File: src/core/bct_regs.svh
`ifndef BCT_REGS_SVH
`define BCT_REGS_SVH
// Register byte offsets
`define BCT_CTRL_OFS        8'h00
`define BCT_THRESH_OFS      8'h04
`define BCT_STATUS_OFS      8'h08
`define BCT_TIMER_OFS       8'h0c
`define BCT_SAMPLE_OFS      8'h10
// Control fields
`define BCT_CTRL_BACKUP_CLR 0
`define BCT_CTRL_FALLBACK   1
`define BCT_CTRL_RESET      32'h0000_0002
// Threshold fields and reset codes (8-bit converter codes)
`define BCT_THR_NORMAL_LSB  0
`define BCT_THR_LOW_LSB     8
`define BCT_THR_NORMAL_CODE 8'he6
`define BCT_THR_LOW_CODE    8'hd9
// Timing
`define BCT_CLK_HZ          10000000
`define BCT_SEC_CYCLES      (`BCT_CLK_HZ)
`define BCT_NORMAL_ON_HOURS 11
`define BCT_NORMAL_OFF_HOURS 8
`define BCT_AUX_HOURS       8
`define BCT_SAMPLE_OFF_SEC  10
`define BCT_HOUR_SEC        3600
`define BCT_NORMAL_ON_SEC   (`BCT_NORMAL_ON_HOURS * `BCT_HOUR_SEC)
`define BCT_NORMAL_OFF_SEC  (`BCT_NORMAL_OFF_HOURS * `BCT_HOUR_SEC)
`define BCT_AUX_SEC         (`BCT_AUX_HOURS * `BCT_HOUR_SEC)
`endif

File: src/core/bct_pkg.sv
package bct_pkg;
    // AXI4-Lite master to slave
    typedef struct packed {
        logic        awvalid;
        logic [7:0]  awaddr;
        logic        wvalid;
        logic [31:0] wdata;
        logic [3:0]  wstrb;
        logic        bready;
        logic        arvalid;
        logic [7:0]  araddr;
        logic        rready;
    } bct_axi_req_type;
    // AXI4-Lite slave to master
    typedef struct packed {
        logic        awready;
        logic        wready;
        logic        bvalid;
        logic [1:0]  bresp;
        logic        arready;
        logic        rvalid;
        logic [31:0] rdata;
        logic [1:0]  rresp;
    } bct_axi_rsp_type;
    // Sampled pin group
    typedef struct packed {
        logic aux_backup_switch;
        logic charge_control_jumper;
        logic power_on;
        logic adaptor_detect_in;
    } bct_pins_type;
endpackage

File: src/core/bct_battery_charge_timer.sv
// Notes on behaviour
// - Closed jumper gives normal charge while adaptor present
// - Power on at connection: eleven hours normal
// - Power off at connection: eight hours normal
// - Trickle falls back to normal at low sample
// - Adaptor removal aborts period; reconnection restarts
// - Every connection starts timer, length from power
// - Aux trickle only when main at threshold
// - Low detect holds aux output low eight hours
// - Adaptor detect high marks connection for timers
// - Low voltage selects auxiliary supply
// - Open aux switch disables aux charge, backup
// - Main output low normal, high trickle
// - Backup select high aux, low main
// - Power off: sample voltage every ten seconds
//
// The AXI4-Lite register port and the placing of the registers were chosen for this implementation.
`timescale 1ns/1ps
`include "bct_regs.svh"

// Three-stage pin synchroniser; level moves once stages two and three agree
module bct_pin_sync
#(
    parameter int WIDTH = 4
)
(
    // Clock and reset
    input  wire logic             aclk,
    input  wire logic             aresetn,
    // Raw and clean levels
    input  wire logic [WIDTH-1:0] pin_raw,
    output logic      [WIDTH-1:0] pin_clean
);
    logic [WIDTH-1:0] s1;   // First stage
    logic [WIDTH-1:0] s2;   // Second stage
    logic [WIDTH-1:0] s3;   // Third stage

    // Shift chain and agreement filter
    always_ff @(posedge aclk)
    begin
        if (!aresetn)
        begin
            s1        <= '0;
            s2        <= '0;
            s3        <= '0;
            pin_clean <= '0;
        end
        else
        begin
            s1 <= pin_raw;
            s2 <= s1;
            s3 <= s2;
            for (int i = 0; i < WIDTH; i++)
            begin
                if (s2[i] == s3[i])
                begin
                    pin_clean[i] <= s3[i];
                end
            end
        end
    end
endmodule // bct_pin_sync

module bct_battery_charge_timer
#(
    parameter int          SEC_CYCLES     = `BCT_SEC_CYCLES,
    parameter logic [15:0] ON_SECONDS     = 16'(`BCT_NORMAL_ON_SEC),
    parameter logic [15:0] OFF_SECONDS    = 16'(`BCT_NORMAL_OFF_SEC),
    parameter logic [15:0] AUX_SECONDS    = 16'(`BCT_AUX_SEC),
    parameter logic [3:0]  SAMPLE_OFF_SEC = 4'(`BCT_SAMPLE_OFF_SEC)
)
(
    // Clock and reset
    input  wire logic                     aclk,
    input  wire logic                     aresetn,
    // Register bus
    input  wire bct_pkg::bct_axi_req_type axi_req,
    output bct_pkg::bct_axi_rsp_type      axi_rsp,
    // Board pins, asynchronous
    input  wire bct_pkg::bct_pins_type    pins,
    // Voltage converter results, same clock
    input  wire logic [7:0]               batt_code,
    input  wire logic                     batt_code_valid,
    output logic                          sample_request,
    // Charge and supply controls
    output logic                          main_charge_mode_out,
    output logic                          aux_charge_mode_out,
    output logic                          aux_trickle_enable,
    output logic                          backup_source_select
);
    import bct_pkg::*;

    bct_pins_type pin_s;           // Synchronised pins
    logic         adp_d;           // Adaptor level, one cycle late
    logic         conn_event;      // Adaptor connection
    logic [23:0]  prescale;        // Cycle counter for seconds
    logic         sec_tick;        // One pulse per second
    logic [15:0]  main_timer;      // Seconds of normal charge left
    logic [15:0]  aux_timer;       // Seconds of aux normal charge left
    logic [3:0]   sample_cnt;      // Seconds since last sample
    logic [7:0]   last_code;       // Latest converter code
    logic         low5;            // Latest sample at normal threshold
    logic         low_event;       // Sample at low-voltage threshold
    logic [31:0]  ctrl;            // Control register
    logic [7:0]   thr_normal;      // Return-to-normal code
    logic [7:0]   thr_low;         // Supply switch code
    logic         backup_clr;      // Software clear of backup select
    logic         next_main;       // Next main charge mode

    // Input synchroniser
    bct_pin_sync #(.WIDTH(4)) u_sync
    (
        .aclk      (aclk),
        .aresetn   (aresetn),
        .pin_raw   (pins),
        .pin_clean (pin_s)
    );

    // Connection edge on the clean adaptor level
    always_ff @(posedge aclk)
    begin
        if (!aresetn)
        begin
            adp_d <= 1'b0;
        end
        else
        begin
            adp_d <= pin_s.adaptor_detect_in;
        end
    end
    assign conn_event = pin_s.adaptor_detect_in && !adp_d;

    // Second prescaler, restarted at each connection so a period spans whole seconds
    always_ff @(posedge aclk)
    begin
        if (!aresetn)
        begin
            prescale <= '0;
            sec_tick <= 1'b0;
        end
        else if (conn_event)
        begin
            prescale <= '0;
            sec_tick <= 1'b0;
        end
        else if (prescale == 24'(SEC_CYCLES - 1))
        begin
            prescale <= '0;
            sec_tick <= 1'b1;
        end
        else
        begin
            prescale <= prescale + 24'h1;
            sec_tick <= 1'b0;
        end
    end

    // Normal charge period timer
    always_ff @(posedge aclk)
    begin
        if (!aresetn)
        begin
            main_timer <= '0;
        end
        else if (!pin_s.adaptor_detect_in)
        begin
            main_timer <= '0;
        end
        else if (conn_event)
        begin
            // Length chosen by power state at connection
            main_timer <= pin_s.power_on ? ON_SECONDS : OFF_SECONDS;
        end
        else if (sec_tick && main_timer != '0)
        begin
            main_timer <= main_timer - 16'h1;
        end
    end

    // Voltage sample capture
    always_ff @(posedge aclk)
    begin
        if (!aresetn)
        begin
            last_code <= 8'hff;
            low5      <= 1'b0;
        end
        else if (batt_code_valid)
        begin
            last_code <= batt_code;
            low5      <= batt_code <= thr_normal;
        end
    end
    assign low_event = batt_code_valid && (batt_code <= thr_low);

    // Sample requests: each second when on, every ten when off
    always_ff @(posedge aclk)
    begin
        if (!aresetn)
        begin
            sample_cnt     <= '0;
            sample_request <= 1'b0;
        end
        else if (sec_tick)
        begin
            if (pin_s.power_on || sample_cnt >= SAMPLE_OFF_SEC - 4'h1)
            begin
                sample_cnt     <= '0;
                sample_request <= 1'b1;
            end
            else
            begin
                sample_cnt     <= sample_cnt + 4'h1;
                sample_request <= 1'b0;
            end
        end
        else
        begin
            sample_request <= 1'b0;
        end
    end

    // Main charge mode selection
    always_comb
    begin
        if (!pin_s.adaptor_detect_in)
        begin
            next_main = 1'b1;                                  // Nothing to charge
        end
        else if (pin_s.charge_control_jumper)
        begin
            next_main = 1'b0;
        end
        else if (main_timer != '0)
        begin
            next_main = 1'b0;
        end
        else if (ctrl[`BCT_CTRL_FALLBACK] && low5)
        begin
            next_main = 1'b0;
        end
        else
        begin
            next_main = 1'b1;
        end
    end

    // Main output flop
    always_ff @(posedge aclk)
    begin
        if (!aresetn)
        begin
            main_charge_mode_out <= 1'b1;
        end
        else
        begin
            main_charge_mode_out <= next_main;
        end
    end

    // Auxiliary charge timer and outputs
    always_ff @(posedge aclk)
    begin
        if (!aresetn)
        begin
            aux_timer           <= '0;
            aux_charge_mode_out <= 1'b1;
            aux_trickle_enable  <= 1'b0;
        end
        else
        begin
            if (!pin_s.aux_backup_switch)
            begin
                aux_timer <= '0;
            end
            else if (low_event)
            begin
                aux_timer <= AUX_SECONDS;
            end
            else if (sec_tick && aux_timer != '0)
            begin
                aux_timer <= aux_timer - 16'h1;
            end
            aux_charge_mode_out <= !(pin_s.aux_backup_switch && aux_timer != '0);
            aux_trickle_enable  <= pin_s.adaptor_detect_in && pin_s.aux_backup_switch && low5;
        end
    end

    // Backup source select; set beats software clear
    always_ff @(posedge aclk)
    begin
        if (!aresetn)
        begin
            backup_source_select <= 1'b0;
        end
        else if (!pin_s.aux_backup_switch)
        begin
            backup_source_select <= 1'b0;
        end
        else if (low_event)
        begin
            backup_source_select <= 1'b1;
        end
        else if (backup_clr)
        begin
            backup_source_select <= 1'b0;
        end
    end

    // AXI4-Lite slave
    logic        aw_got;      // Write address held
    logic        w_got;       // Write data held
    logic [7:0]  aw_addr;     // Held write address
    logic [31:0] w_data;      // Held write data
    logic [3:0]  w_strb;      // Held strobes
    logic        aw_fire;     // Address handshake
    logic        w_fire;      // Data handshake
    logic        do_write;    // Both halves present
    logic [7:0]  wr_addr;     // Effective write address
    logic [31:0] wr_data;     // Effective write data
    logic [3:0]  wr_strb;     // Effective strobes
    logic        wr_ok;       // Address mapped
    logic [31:0] rd_data;     // Read mux
    logic        rd_ok;       // Read address mapped

    assign aw_fire  = axi_req.awvalid && axi_rsp.awready;
    assign w_fire   = axi_req.wvalid && axi_rsp.wready;
    assign do_write = (aw_got || aw_fire) && (w_got || w_fire) && !axi_rsp.bvalid;
    assign wr_addr  = aw_got ? aw_addr : axi_req.awaddr;
    assign wr_data  = w_got ? w_data : axi_req.wdata;
    assign wr_strb  = w_got ? w_strb : axi_req.wstrb;
    assign wr_ok    = wr_addr == `BCT_CTRL_OFS || wr_addr == `BCT_THRESH_OFS;
    assign backup_clr = do_write && wr_ok && wr_addr == `BCT_CTRL_OFS && wr_strb[0]
                        && wr_data[`BCT_CTRL_BACKUP_CLR];

    // Write channels and response
    always_ff @(posedge aclk)
    begin
        if (!aresetn)
        begin
            aw_got          <= 1'b0;
            w_got           <= 1'b0;
            aw_addr         <= '0;
            w_data          <= '0;
            w_strb          <= '0;
            axi_rsp.awready <= 1'b0;
            axi_rsp.wready  <= 1'b0;
            axi_rsp.bvalid  <= 1'b0;
            axi_rsp.bresp   <= 2'h0;
        end
        else if (do_write)
        begin
            aw_got          <= 1'b0;
            w_got           <= 1'b0;
            axi_rsp.awready <= 1'b0;
            axi_rsp.wready  <= 1'b0;
            axi_rsp.bvalid  <= 1'b1;
            axi_rsp.bresp   <= wr_ok ? 2'h0 : 2'h2;            // Unmapped: slave error
        end
        else if (axi_rsp.bvalid)
        begin
            if (axi_req.bready)
            begin
                axi_rsp.bvalid  <= 1'b0;
                axi_rsp.awready <= 1'b1;
                axi_rsp.wready  <= 1'b1;
            end
        end
        else
        begin
            if (aw_fire)
            begin
                aw_got  <= 1'b1;
                aw_addr <= axi_req.awaddr;
            end
            if (w_fire)
            begin
                w_got  <= 1'b1;
                w_data <= axi_req.wdata;
                w_strb <= axi_req.wstrb;
            end
            axi_rsp.awready <= !(aw_got || aw_fire);
            axi_rsp.wready  <= !(w_got || w_fire);
        end
    end

    // Writable registers
    always_ff @(posedge aclk)
    begin
        if (!aresetn)
        begin
            ctrl       <= `BCT_CTRL_RESET;
            thr_normal <= `BCT_THR_NORMAL_CODE;
            thr_low    <= `BCT_THR_LOW_CODE;
        end
        else if (do_write && wr_addr == `BCT_CTRL_OFS && wr_strb[0])
        begin
            ctrl <= {30'h0, wr_data[`BCT_CTRL_FALLBACK], 1'b0}; // Clear bit is a pulse
        end
        else if (do_write && wr_addr == `BCT_THRESH_OFS)
        begin
            if (wr_strb[0])
            begin
                thr_normal <= wr_data[`BCT_THR_NORMAL_LSB +: 8];
            end
            if (wr_strb[1])
            begin
                thr_low <= wr_data[`BCT_THR_LOW_LSB +: 8];
            end
        end
    end

    // Read mux
    always_comb
    begin
        rd_ok = 1'b1;
        case (axi_req.araddr)
            `BCT_CTRL_OFS:   rd_data = ctrl;
            `BCT_THRESH_OFS: rd_data = {16'h0, thr_low, thr_normal};
            `BCT_STATUS_OFS: rd_data = {23'h0, low5, aux_trickle_enable, backup_source_select,
                                        aux_charge_mode_out, main_charge_mode_out, pin_s};
            `BCT_TIMER_OFS:  rd_data = {aux_timer, main_timer};
            `BCT_SAMPLE_OFS: rd_data = {24'h0, last_code};
            default:
            begin
                rd_data = '0;
                rd_ok   = 1'b0;
            end
        endcase
    end

    // Read channel
    always_ff @(posedge aclk)
    begin
        if (!aresetn)
        begin
            axi_rsp.arready <= 1'b0;
            axi_rsp.rvalid  <= 1'b0;
            axi_rsp.rdata   <= '0;
            axi_rsp.rresp   <= 2'h0;
        end
        else if (axi_rsp.rvalid)
        begin
            if (axi_req.rready)
            begin
                axi_rsp.rvalid  <= 1'b0;
                axi_rsp.arready <= 1'b1;
            end
        end
        else if (axi_req.arvalid && axi_rsp.arready)
        begin
            axi_rsp.arready <= 1'b0;
            axi_rsp.rvalid  <= 1'b1;
            axi_rsp.rdata   <= rd_data;
            axi_rsp.rresp   <= rd_ok ? 2'h0 : 2'h2;
        end
        else
        begin
            axi_rsp.arready <= 1'b1;
        end
    end
endmodule // bct_battery_charge_timer

File: config.mk
export PLATFORM = sky130hd
export DESIGN_NAME = bct_battery_charge_timer
export DESIGN_NICKNAME = d
export VERILOG_FILES = /design/src/core/bct_pkg.sv /design/src/core/bct_battery_charge_timer.sv
export VERILOG_INCLUDE_DIRS = /design/src /design/src/core
export SDC_FILE = /design/constraint.sdc
export NUM_CORES = 1
export LEC_CHECK = 0
export BUFFER_PORTS_ARGS = -buffer_cell sky130_fd_sc_hd__buf_2
export CAP_MARGIN = 20
export CORE_MARGIN = 5
export CORE_UTILIZATION = 35
export DETAILED_ROUTE_END_ITERATION = 16
export PLACE_DENSITY_LB_ADDON = 0.3
export SYNTH_ARGS = -nofsm -noshare
export SYNTH_HDL_FRONTEND = slang
export SYNTH_SLANG_ARGS = --single-unit
File: constraint.sdc
create_clock -name aclk -period 6.6 [get_ports aclk]
set_clock_uncertainty 0.2 [all_clocks]
set_input_delay 1.32 -clock aclk [delete_from_list [all_inputs] [get_ports aclk]]
set_output_delay 1.32 -clock aclk [all_outputs]
set_load 0.005 [all_outputs]
==> flow_summary.ini, run 1 <==
[clocking]
clockBufferDepth = 2
cts_resized = 0
cts.clk_slew.worst_paths_ps = 60
cts_num_sinks = 176
clock_latency_ps = 420
cts_root_buf = clkbuf_16
cts_max_level = 4
cts_hold_buffers = 0
cts_tree = built
post_cts_buffers = 0
cts_buffers = 17

[yosys]
synth_adder_area_share = 0.0376
synth_cell_types = 70
ys_seq_area_frac = 0.441
synth_simple_gate_area_share = 0.232
postSynthCellCount = 905
synth_top_family_by_area = simple AND/OR/NAND/NOR gates
synthArstFlopShare = 0
synth_area_um2 = 7990
ys.flop_type = dfxtp_1
syn_avg_cell_area_um2 = 8.82
synth_edf_count = 0
synth_compound_area_frac = 0.158
yosysWarnings = 0
synth_xor_area_frac = 0.0472
yosys_register_bits = 176
synthMuxAreaShare = 0.0403

[grt]
grt_util_all_layers = 0.152
grt_pass1_wl_mm = 32.4
antenna_found_initial = 2
grt_max_degree = 66
grt-ovfl-total = 0
grt_pass1_vias = 6235

[drt]
drc_errors = 0
drt_first_pass_iters = 5
viasPerCell = 5.19
routed.top_layer = met5
met1Wirelength_mm = 9.78
wirelength_mm = 19.6
ant_nets = 0
drt_iter0_drc = 506
vias = 6638
dr_wl_met2_mm = 8.62
wl_met3_um = 976
wl_per_cell_um = 15.3

[cells_and_area]
regArea_um2 = 3520
layout_commonest_cell = dfxtp_1
nets = 1080
layout_common_cells = dfxtp_1 (176), nor2_1 (104), buf_2 (97)
n_antenna_cell = 0
nFillCells = 2313
final_area_um2 = 9150
multi_input_area_um2 = 4120
final_cells = 1280
area.growth.synth_to_final_pct = 14.6
drive_gt1_frac = 0.167
post-route-util = 0.405

[setup_path]
regToRegSetupSlack_ps = 3230
worstRegToRegCells = 5
path_max_fanout = 16
r2r_end = thr_normal[2]$_SDFFE_PN1P_
cp.arrival_ps = 3960
r2r-start = aw_got$_SDFFE_PP0P_
required_ps = 6660
worstSetupEndpointType = flop
critPathLaunchType = input port
worstSetupPathType = in2reg

[placed_design]
placed_cells = 1250
port_buffers = 97
dp_hpwl_mm = 14.1
place.gp.congestion = 0.790
placement.cell_area_um2 = 8640

[power_and_ir_drop]
p_leak_nw = 3.55
pwr-share-comb = 0.068
p_per_area_nw_per_um2 = 234
seq_power_share = 0.514
internal_power_mw = 1.63
max-vdd-ir-drop_mv = 0.165
sw_frac_of_total = 0.238
p_switching_uw = 508
finalPower_mw = 2.14
p_clk_frac = 0.418

[min_path]
hp-start = u_sync.s1[3]$_SDFF_PN0_
hp-class = reg2reg
hold_path_depth = 1
hold_end = u_sync.s2[3]$_SDFF_PN0_

[die]
io_pins = 118
dieHeight_um = 161
fp.dieW_um = 161
initial_core_util = 0.354
rows = 55
fp.coreArea_um2 = 22600
die-area_um2 = 25900

[timing]
fmax_mhz = 257
worst_pin_slew_ps = 904
rsz0062_at_grt = false
fin_crit_sh = 0.590
slew_viol_final = 0
max_slew_margin = 0.381
setup_viol = 0
finalHoldViolCount = 0
post-route-min-period_ps = 3890
finalSetupTns_ps = 0

[outcome]
status = complete, no violations

[flow_run]
maxCapViolCount = 0
worst max path at each step:
stage                     start                          to  slack, ps  cells past startpoint
floorplan            axi_req[2]    axi_rsp[26]$_SDFFE_PN0P_       3480                      7
global placement    axi_req[52]  thr_normal[2]$_SDFFE_PN1P_       2370                      6
detailed placement  axi_req[52]  thr_normal[2]$_SDFFE_PN1P_       2350                      6
CTS                 axi_req[52]  thr_normal[2]$_SDFFE_PN1P_       2790                      6
global route        axi_req[52]  thr_normal[2]$_SDFFE_PN1P_       2570                      6
finish              axi_req[52]  thr_normal[2]$_SDFFE_PN1P_       2710                      6
cells by family (layout without fill, tap and decap cells):
family | after synthesis | count (layout)
muxes | 32 | 32
buffers and inverters | 76 | 165
AOI/OAI and AO/OA | 191 | 191
other | 1 | 2
xor gates and xnor gates | 43 | 43
DFF | 176 | 176
and+or+nand+nor | 362 | 362
adders and majority gates | 24 | 24
area by class of cell:
type                            count  share of cell area
Timing Repair Buffer              102              0.0572
Clock inverter                      7             0.00424
Tap cell                          285              0.0390
Clock buffer                       23              0.0511
Multi-Input combinational cell    654               0.450
Inverter                           33              0.0135
Sequential cell                   176               0.385
through the flow:
stage,worst slack [ps],hold WS (ps)
floorplan,3480,212
global placement,2370,220
detailed placement,2350,220
CTS,2790,233
global route,2570,252
finish,2710,229
cells in the mapped netlist, drive strengths merged, types with 15 or more instances:
library cell    n  area (um2)
nand2          79         297
a22oi          16         170
xnor2          15         131
nor2          115         473
mux2i          31         310
dfxtp         176        3520
a31oi          17         106
xor2           28         245
o21ai          28         140
clkbuf         27         115
nand3          47         235
nand4          18         113
inv            32         120
a21oi          73         365
ha             24         300
metal layers:
metal / vias to the layer above / track usage
li1: 3390 / -
met1: 3114 / 0.211
met2: 112 / 0.233
met3: 18 / 0.0449
met4: 4 / 0.0361
met5: - / 0
registers in the layout, indices dropped and copies added (netlist names), 2 cells and up:
register / flops
w_data: 16
aw_addr: 8
u_sync.s2: 4
u_sync.s1: 4
thr_normal: 8
sample_cnt: 4
main_timer: 16
w_strb: 2
aux_timer: 16
prescale: 24
thr_low: 8
axi_rsp: 39
u_sync.pin_clean: 4
u_sync.s3: 4
last_code: 8
power by group through the flow:
stage          Combinational [mW]  Clock (mW)  Sequential [mW]
2_1_floorplan              0.0970           0             1.12
3_3_place_gp                0.143           0             1.12
3_5_place_dp                0.145           0             1.12
4_1_cts                     0.145       0.920             1.10
5_1_grt                     0.162       0.963             1.10
6_report                    0.145       0.895             1.10
worst max-delay path: stages:
cell and delay [ps]:
buf_2 100, or4_1 510, o22ai_2 230, nand4b_1 680, a2111oi_0 1030, a31oi_1 70
Power figures use the tool's default switching activity.
==> inputs of run 2 (changes only) <==
clock period = 3.36 ns   (was 6.6 ns; I/O delays follow)
==> flow_summary.ini, run 2 (same netlist as run 1, synthesis figures left out) <==
[setup_path]
path_cells = or4b_2 > nor4_2 > nand2_1 > nand3_1 > nor2_1
critPathLaunch = prescale[16]$_SDFF_PP0_
critPathTopFamily = simple AND/OR/NAND/NOR gates
critPathSlowestCell = or4b_2
worstRegToRegCells = 5
path_buf_inv = 0
required_ps = 3440
worstSetupEndpointType = flop
max_stage_delay_ps = 680
r2r_end = prescale[4]$_SDFF_PP0_
crit_end = prescale[4]$_SDFF_PP0_
worstSetupPathType = reg2reg
r2r-start = prescale[16]$_SDFF_PP0_
path_depth = 5
critPathLaunchType = flop
path_max_fanout = 21
regToRegSetupSlack_ps = 790
cp.arrival_ps = 2650

[timing]
finalHoldViolCount = 0
post-route-min-period_ps = 2570
rsz0062_at_grt = false
max_slew_margin = 0.424
fin_crit_sh = 0.764
setup_viol = 0
fmax_mhz = 390
worst_pin_slew_ps = 852
slew_viol_final = 0
finalSetupTns_ps = 0

[cells_and_area]
area.growth.synth_to_final_pct = 16.6
largest_reg_flops = 39
nets = 1089
layout_commonest_cell = dfxtp_1
final_cells = 1291
drive_gt1_frac = 0.179
layout_common_cells = dfxtp_1 (176), nor2_1 (104), buf_2 (97)
n_antenna_cell = 0
nFillCells = 2284
regMostFlops = axi_rsp
largest_registers = axi_rsp x39, prescale x24

[clocking]
cts_tree = built
cts_max_level = 4
cts_num_sinks = 176
clockBufferDepth = 2
cts.clk_slew.worst_paths_ps = 70
cts_hold_buffers = 0
clock_latency_ps = 430
cts_buffers = 17
cts_resized = 0
post_cts_buffers = 0
cts_root_buf = clkbuf_16

[drt]
drt_first_pass_iters = 5
wirelength_mm = 19.8
ant_nets = 0
viasPerCell = 5.18
drt_iter0_drc = 494
wl_per_cell_um = 15.4
vias = 6691
drc_errors = 0

[outcome]
status = complete, no violations

[placed_design]
placed_cells = 1259
place.gp.congestion = 0.796
dp_hpwl_mm = 14.3
port_buffers = 97

[grt]
grt_util_all_layers = 0.153
grt_pass1_wl_mm = 32.9
grt_pass1_vias = 6260
grt-ovfl-total = 0
antenna_found_initial = 1
grt_max_degree = 34

[die]
io_pins = 118
dieHeight_um = 161
rows = 55
die-area_um2 = 25900
initial_core_util = 0.354
fp.coreArea_um2 = 22600
fp.dieW_um = 161

[min_path]
hp-class = reg2reg

[power_and_ir_drop]
p_leak_nw = 3.61
max-vdd-ir-drop_mv = 0.303
p_per_area_nw_per_um2 = 480

[flow_run]
maxCapViolCount = 0
run 2: metal layers:
metal	vias up	routed length (um)	GRT usage
met5	-	7	0
met4	2	204	0.0353
met3	22	1040	0.0424
met2	127	8690	0.236
met1	3128	9910	0.215
li1	3412	-	-
run 2: through the flow:
| stage | instance area [um2] | total power [mW] | hold WS (ps) | util | worst slack (ps) |
|---|---|---|---|---|---|
| floorplan | 7990 | 2.39 | 212 | - | 889 |
| global placement | 8710 | 2.49 | 220 | 0.386 | 592 |
| detailed placement | 8710 | 2.50 | 221 | 0.386 | 565 |
| CTS | 9310 | 4.52 | 231 | 0.413 | 746 |
| global route | 9310 | 4.64 | 240 | 0.413 | 566 |
| finish | 9310 | 4.47 | 235 | 0.413 | 793 |
run 2: where the power goes:
part / total [mW] / internal [mW] / switching [mW]
clock network: 2.02 / 1.16 / 0.865
registers: 2.16 / 2.13 / 0.0323
logic: 0.290 / 0.110 / 0.180
total: 4.47 / 3.40 / 1.08
run 2: worst reg2reg max path, delay by kind of cell (launching register included):
kind	cells	cell delay [ps]
simple gates	5	1860
flops	1	350
run 2: worst min path at each step:
stage,from,slack (ps),to,cells past startpoint
global route,pins[3],240,u_sync.s1[3]$_SDFF_PN0_,2
floorplan,u_sync.s1[0]$_SDFF_PN0_,210,u_sync.s2[0]$_SDFF_PN0_,1
finish,u_sync.s1[0]$_SDFF_PN0_,230,u_sync.s2[0]$_SDFF_PN0_,1
detailed placement,u_sync.s1[1]$_SDFF_PN0_,220,u_sync.s2[1]$_SDFF_PN0_,1
global placement,u_sync.s1[2]$_SDFF_PN0_,220,u_sync.s2[2]$_SDFF_PN0_,1
CTS,pins[3],230,u_sync.s1[3]$_SDFF_PN0_,2
run 2: layout make-up:
type / instances / area (um2) / share of cell area
Multi-Input combinational cell: 654 / 4120 / 0.442
Timing Repair Buffer: 111 / 591 / 0.0634
Sequential cell: 176 / 3520 / 0.378
Inverter: 33 / 124 / 0.0133
Clock buffer: 21 / 470 / 0.0505
Clock inverter: 11 / 131 / 0.0141
Tap cell: 285 / 357 / 0.0383
==> inputs of run 3 (changes only) <==
ABC_AREA = 1   (was default)
clock period = 2.7 ns   (was 3.36 ns; I/O delays follow)
==> flow_summary.ini, run 3 <==
[placed_design]
port_buffers = 97
dp_hpwl_mm = 16.9
placed_cells = 1595
place.gp.congestion = 0.907

[die]
dieHeight_um = 167
rows = 57
fp.coreArea_um2 = 24200
fp.dieW_um = 167
initial_core_util = 0.355
io_pins = 118
die-area_um2 = 27800

[yosys]
ys.flop_type = dfxtp_1
yosysWarnings = 0
synth_largest_area_cell = dfxtp_1
yosysMostFrequentCell = nand2_1
synthArstFlopShare = 0
synth_top_area_frac = 0.410
synth_edf_count = 0
postSynthCellCount = 1202
syn_avg_cell_area_um2 = 7.15
synthTopCellsByCount = nand2_1 (270), dfxtp_1 (176), inv_1 (135), a21oi_1 (111), nor2_1 (111)
synth_area_um2 = 8600
yosys_register_bits = 176
ys_seq_area_frac = 0.410
ys_top_cells_by_area = dfxtp_1 (41%), nand2_1 (12%), a21oi_1 (6.5%)
synth_cell_types = 46

[cells_and_area]
nets = 1386
area.growth.synth_to_final_pct = 16.1
layout_commonest_cell = nand2_1
largest_registers = axi_rsp x39, prescale x24
largest_reg_flops = 39
regMostFlops = axi_rsp
drive_gt1_frac = 0.153
layout_common_cells = nand2_1 (270), dfxtp_1 (176), inv_1 (135)
final_cells = 1628

[drt]
drt_first_pass_iters = 8
wirelength_mm = 22.7
wl_per_cell_um = 13.9
ant_nets = 0
viasPerCell = 4.82
drt_iter0_drc = 492
drc_errors = 0
vias = 7842

[timing]
slew_viol_final = 0
worst_pin_slew_ps = 674
rsz0062_at_grt = false
finalSetupTns_ps = 0
fin_crit_sh = 0.795
max_slew_margin = 0.551
post-route-min-period_ps = 2150
finalHoldViolCount = 0
setup_viol = 0
fmax_mhz = 466

[grt]
grt_pass1_vias = 7320
antenna_found_initial = 1
grt_max_degree = 72
grt_pass1_wl_mm = 36.9
grt-ovfl-total = 0
grt_util_all_layers = 0.161

[clocking]
cts_max_level = 4
cts_resized = 0
cts_root_buf = clkbuf_16
cts.clk_slew.worst_paths_ps = 70
cts_buffers = 17
cts_tree = built
cts_hold_buffers = 0
post_cts_buffers = 0
cts_num_sinks = 176
clockBufferDepth = 2
clock_latency_ps = 430

[flow_run]
maxCapViolCount = 0

[setup_path]
worstSetupEndpointType = flop
worstSetupPathType = reg2reg
path_max_fanout = 12
critPathLaunchType = flop
path_cells = inv_1 > ha_1 > inv_1 > o21bai_1 > nand2_1 > nand2_1 > nand2_1 > nand2_1 > nand2_1 > nand2_1 > nand2_1 > a21oi_1
cp.arrival_ps = 2290
critPathTopFamily = simple AND/OR/NAND/NOR gates
max_stage_delay_ps = 330
path_buf_inv = 2
crit_top_cell = nand2_1
critPathSlowestCell = dfxtp_1
required_ps = 2850

[power_and_ir_drop]
seq_power_share = 0.473
pwr-share-comb = 0.066
p_clk_frac = 0.462
internal_power_mw = 4.37
p_switching_mw = 1.35
p_per_area_nw_per_um2 = 573
p_leak_nw = 4.32
sw_frac_of_total = 0.237
max-vdd-ir-drop_mv = 0.327

[min_path]
hp-class = in2reg

[outcome]
status = complete, no violations
[run 3: cell types whose count changed in the layout (fill, tap and decap cells not counted), sizes merged, moves of 14 or more]
cell / change
a21oi: +49
a22oi: -16
a31oi: -15
inv: +111
mux2i: -31
nand2: +200
nand3: +43
nor2b: -14
nor3: +16
o21ai: +61
xor2: -15
[run 3: path summary, 6_finish.rpt]
path                                              start                          to  slack, ps  depth (start not counted)
worst max-delay path            thr_low[1]$_SDFFE_PN0P_  aux_timer[15]$_SDFFE_PP0P_        550                         12
worst min-delay path                            pins[3]     u_sync.s1[3]$_SDFF_PN0_         90                          3
worst max register to register  thr_low[1]$_SDFFE_PN0P_  aux_timer[15]$_SDFFE_PP0P_        550                         12
worst min register to register  u_sync.s1[2]$_SDFF_PN0_     u_sync.s2[2]$_SDFF_PN0_        210                          2
[run 3: metal layers]
metal / GRT usage / part of all wire / routed length, um / vias up
met4: 0.0551 / 0.022 / 501 / 0
met3: 0.0292 / 0.039 / 886 / 25
met1: 0.212 / 0.47 / 10700 / 3571
li1: - / - / - / 4106
met5: 0 / 0 / 0 / -
met2: 0.267 / 0.47 / 10600 / 140
[run 3: cells by family after synthesis]
| group | Yosys count | synth area share |
|---|---|---|
| DFF | 176 | 0.410 |
| buffers and inverters | 187 | 0.0911 |
| adders and majority gates | 24 | 0.0349 |
| xor gates and xnor gates | 18 | 0.0183 |
| and+or+nand+nor | 558 | 0.295 |
| AOI/OAI and AO/OA | 238 | 0.150 |
| other | 1 | 0.000436 |
[run 3: power groups by stage]
| stage | Clock (mW) | Combinational (mW) | Sequential [mW] |
|---|---|---|---|
| 5_1_grt | 2.82 | 0.431 | 2.71 |
| 3_5_place_dp | 0 | 0.379 | 2.76 |
| 2_1_floorplan | 0 | 0.252 | 2.75 |
| 3_3_place_gp | 0 | 0.372 | 2.76 |
| 4_1_cts | 2.71 | 0.381 | 2.70 |
| 6_report | 2.64 | 0.376 | 2.70 |
[run 3: per-stage QoR]
stage	power (mW)	utilization	hold WS, ps	area, um2	setup WS [ps]
2_1_floorplan	3.00	-	190	8600	757
3_3_place_gp	3.13	0.386	199	9350	391
3_5_place_dp	3.14	0.386	196	9350	337
4_1_cts	5.79	0.412	76.2	9980	536
5_1_grt	5.96	0.412	85.7	9980	387
6_report	5.72	0.412	89.9	9980	552
[run 3: layout make-up]
class	count	area [um2]
Clock buffer	18	439
Tap cell	324	405
Clock inverter	14	188
Timing Repair Buffer	109	576
Fill cell	2566	14300
Multi-Input combinational cell	840	4300
Inverter	146	553
Sequential cell	176	3520
Antenna cell	1	2.50
[run 3: worst min-delay path: stages]
cell and delay (ps):
buf_2 70, nand2_1 40, inv_1 40
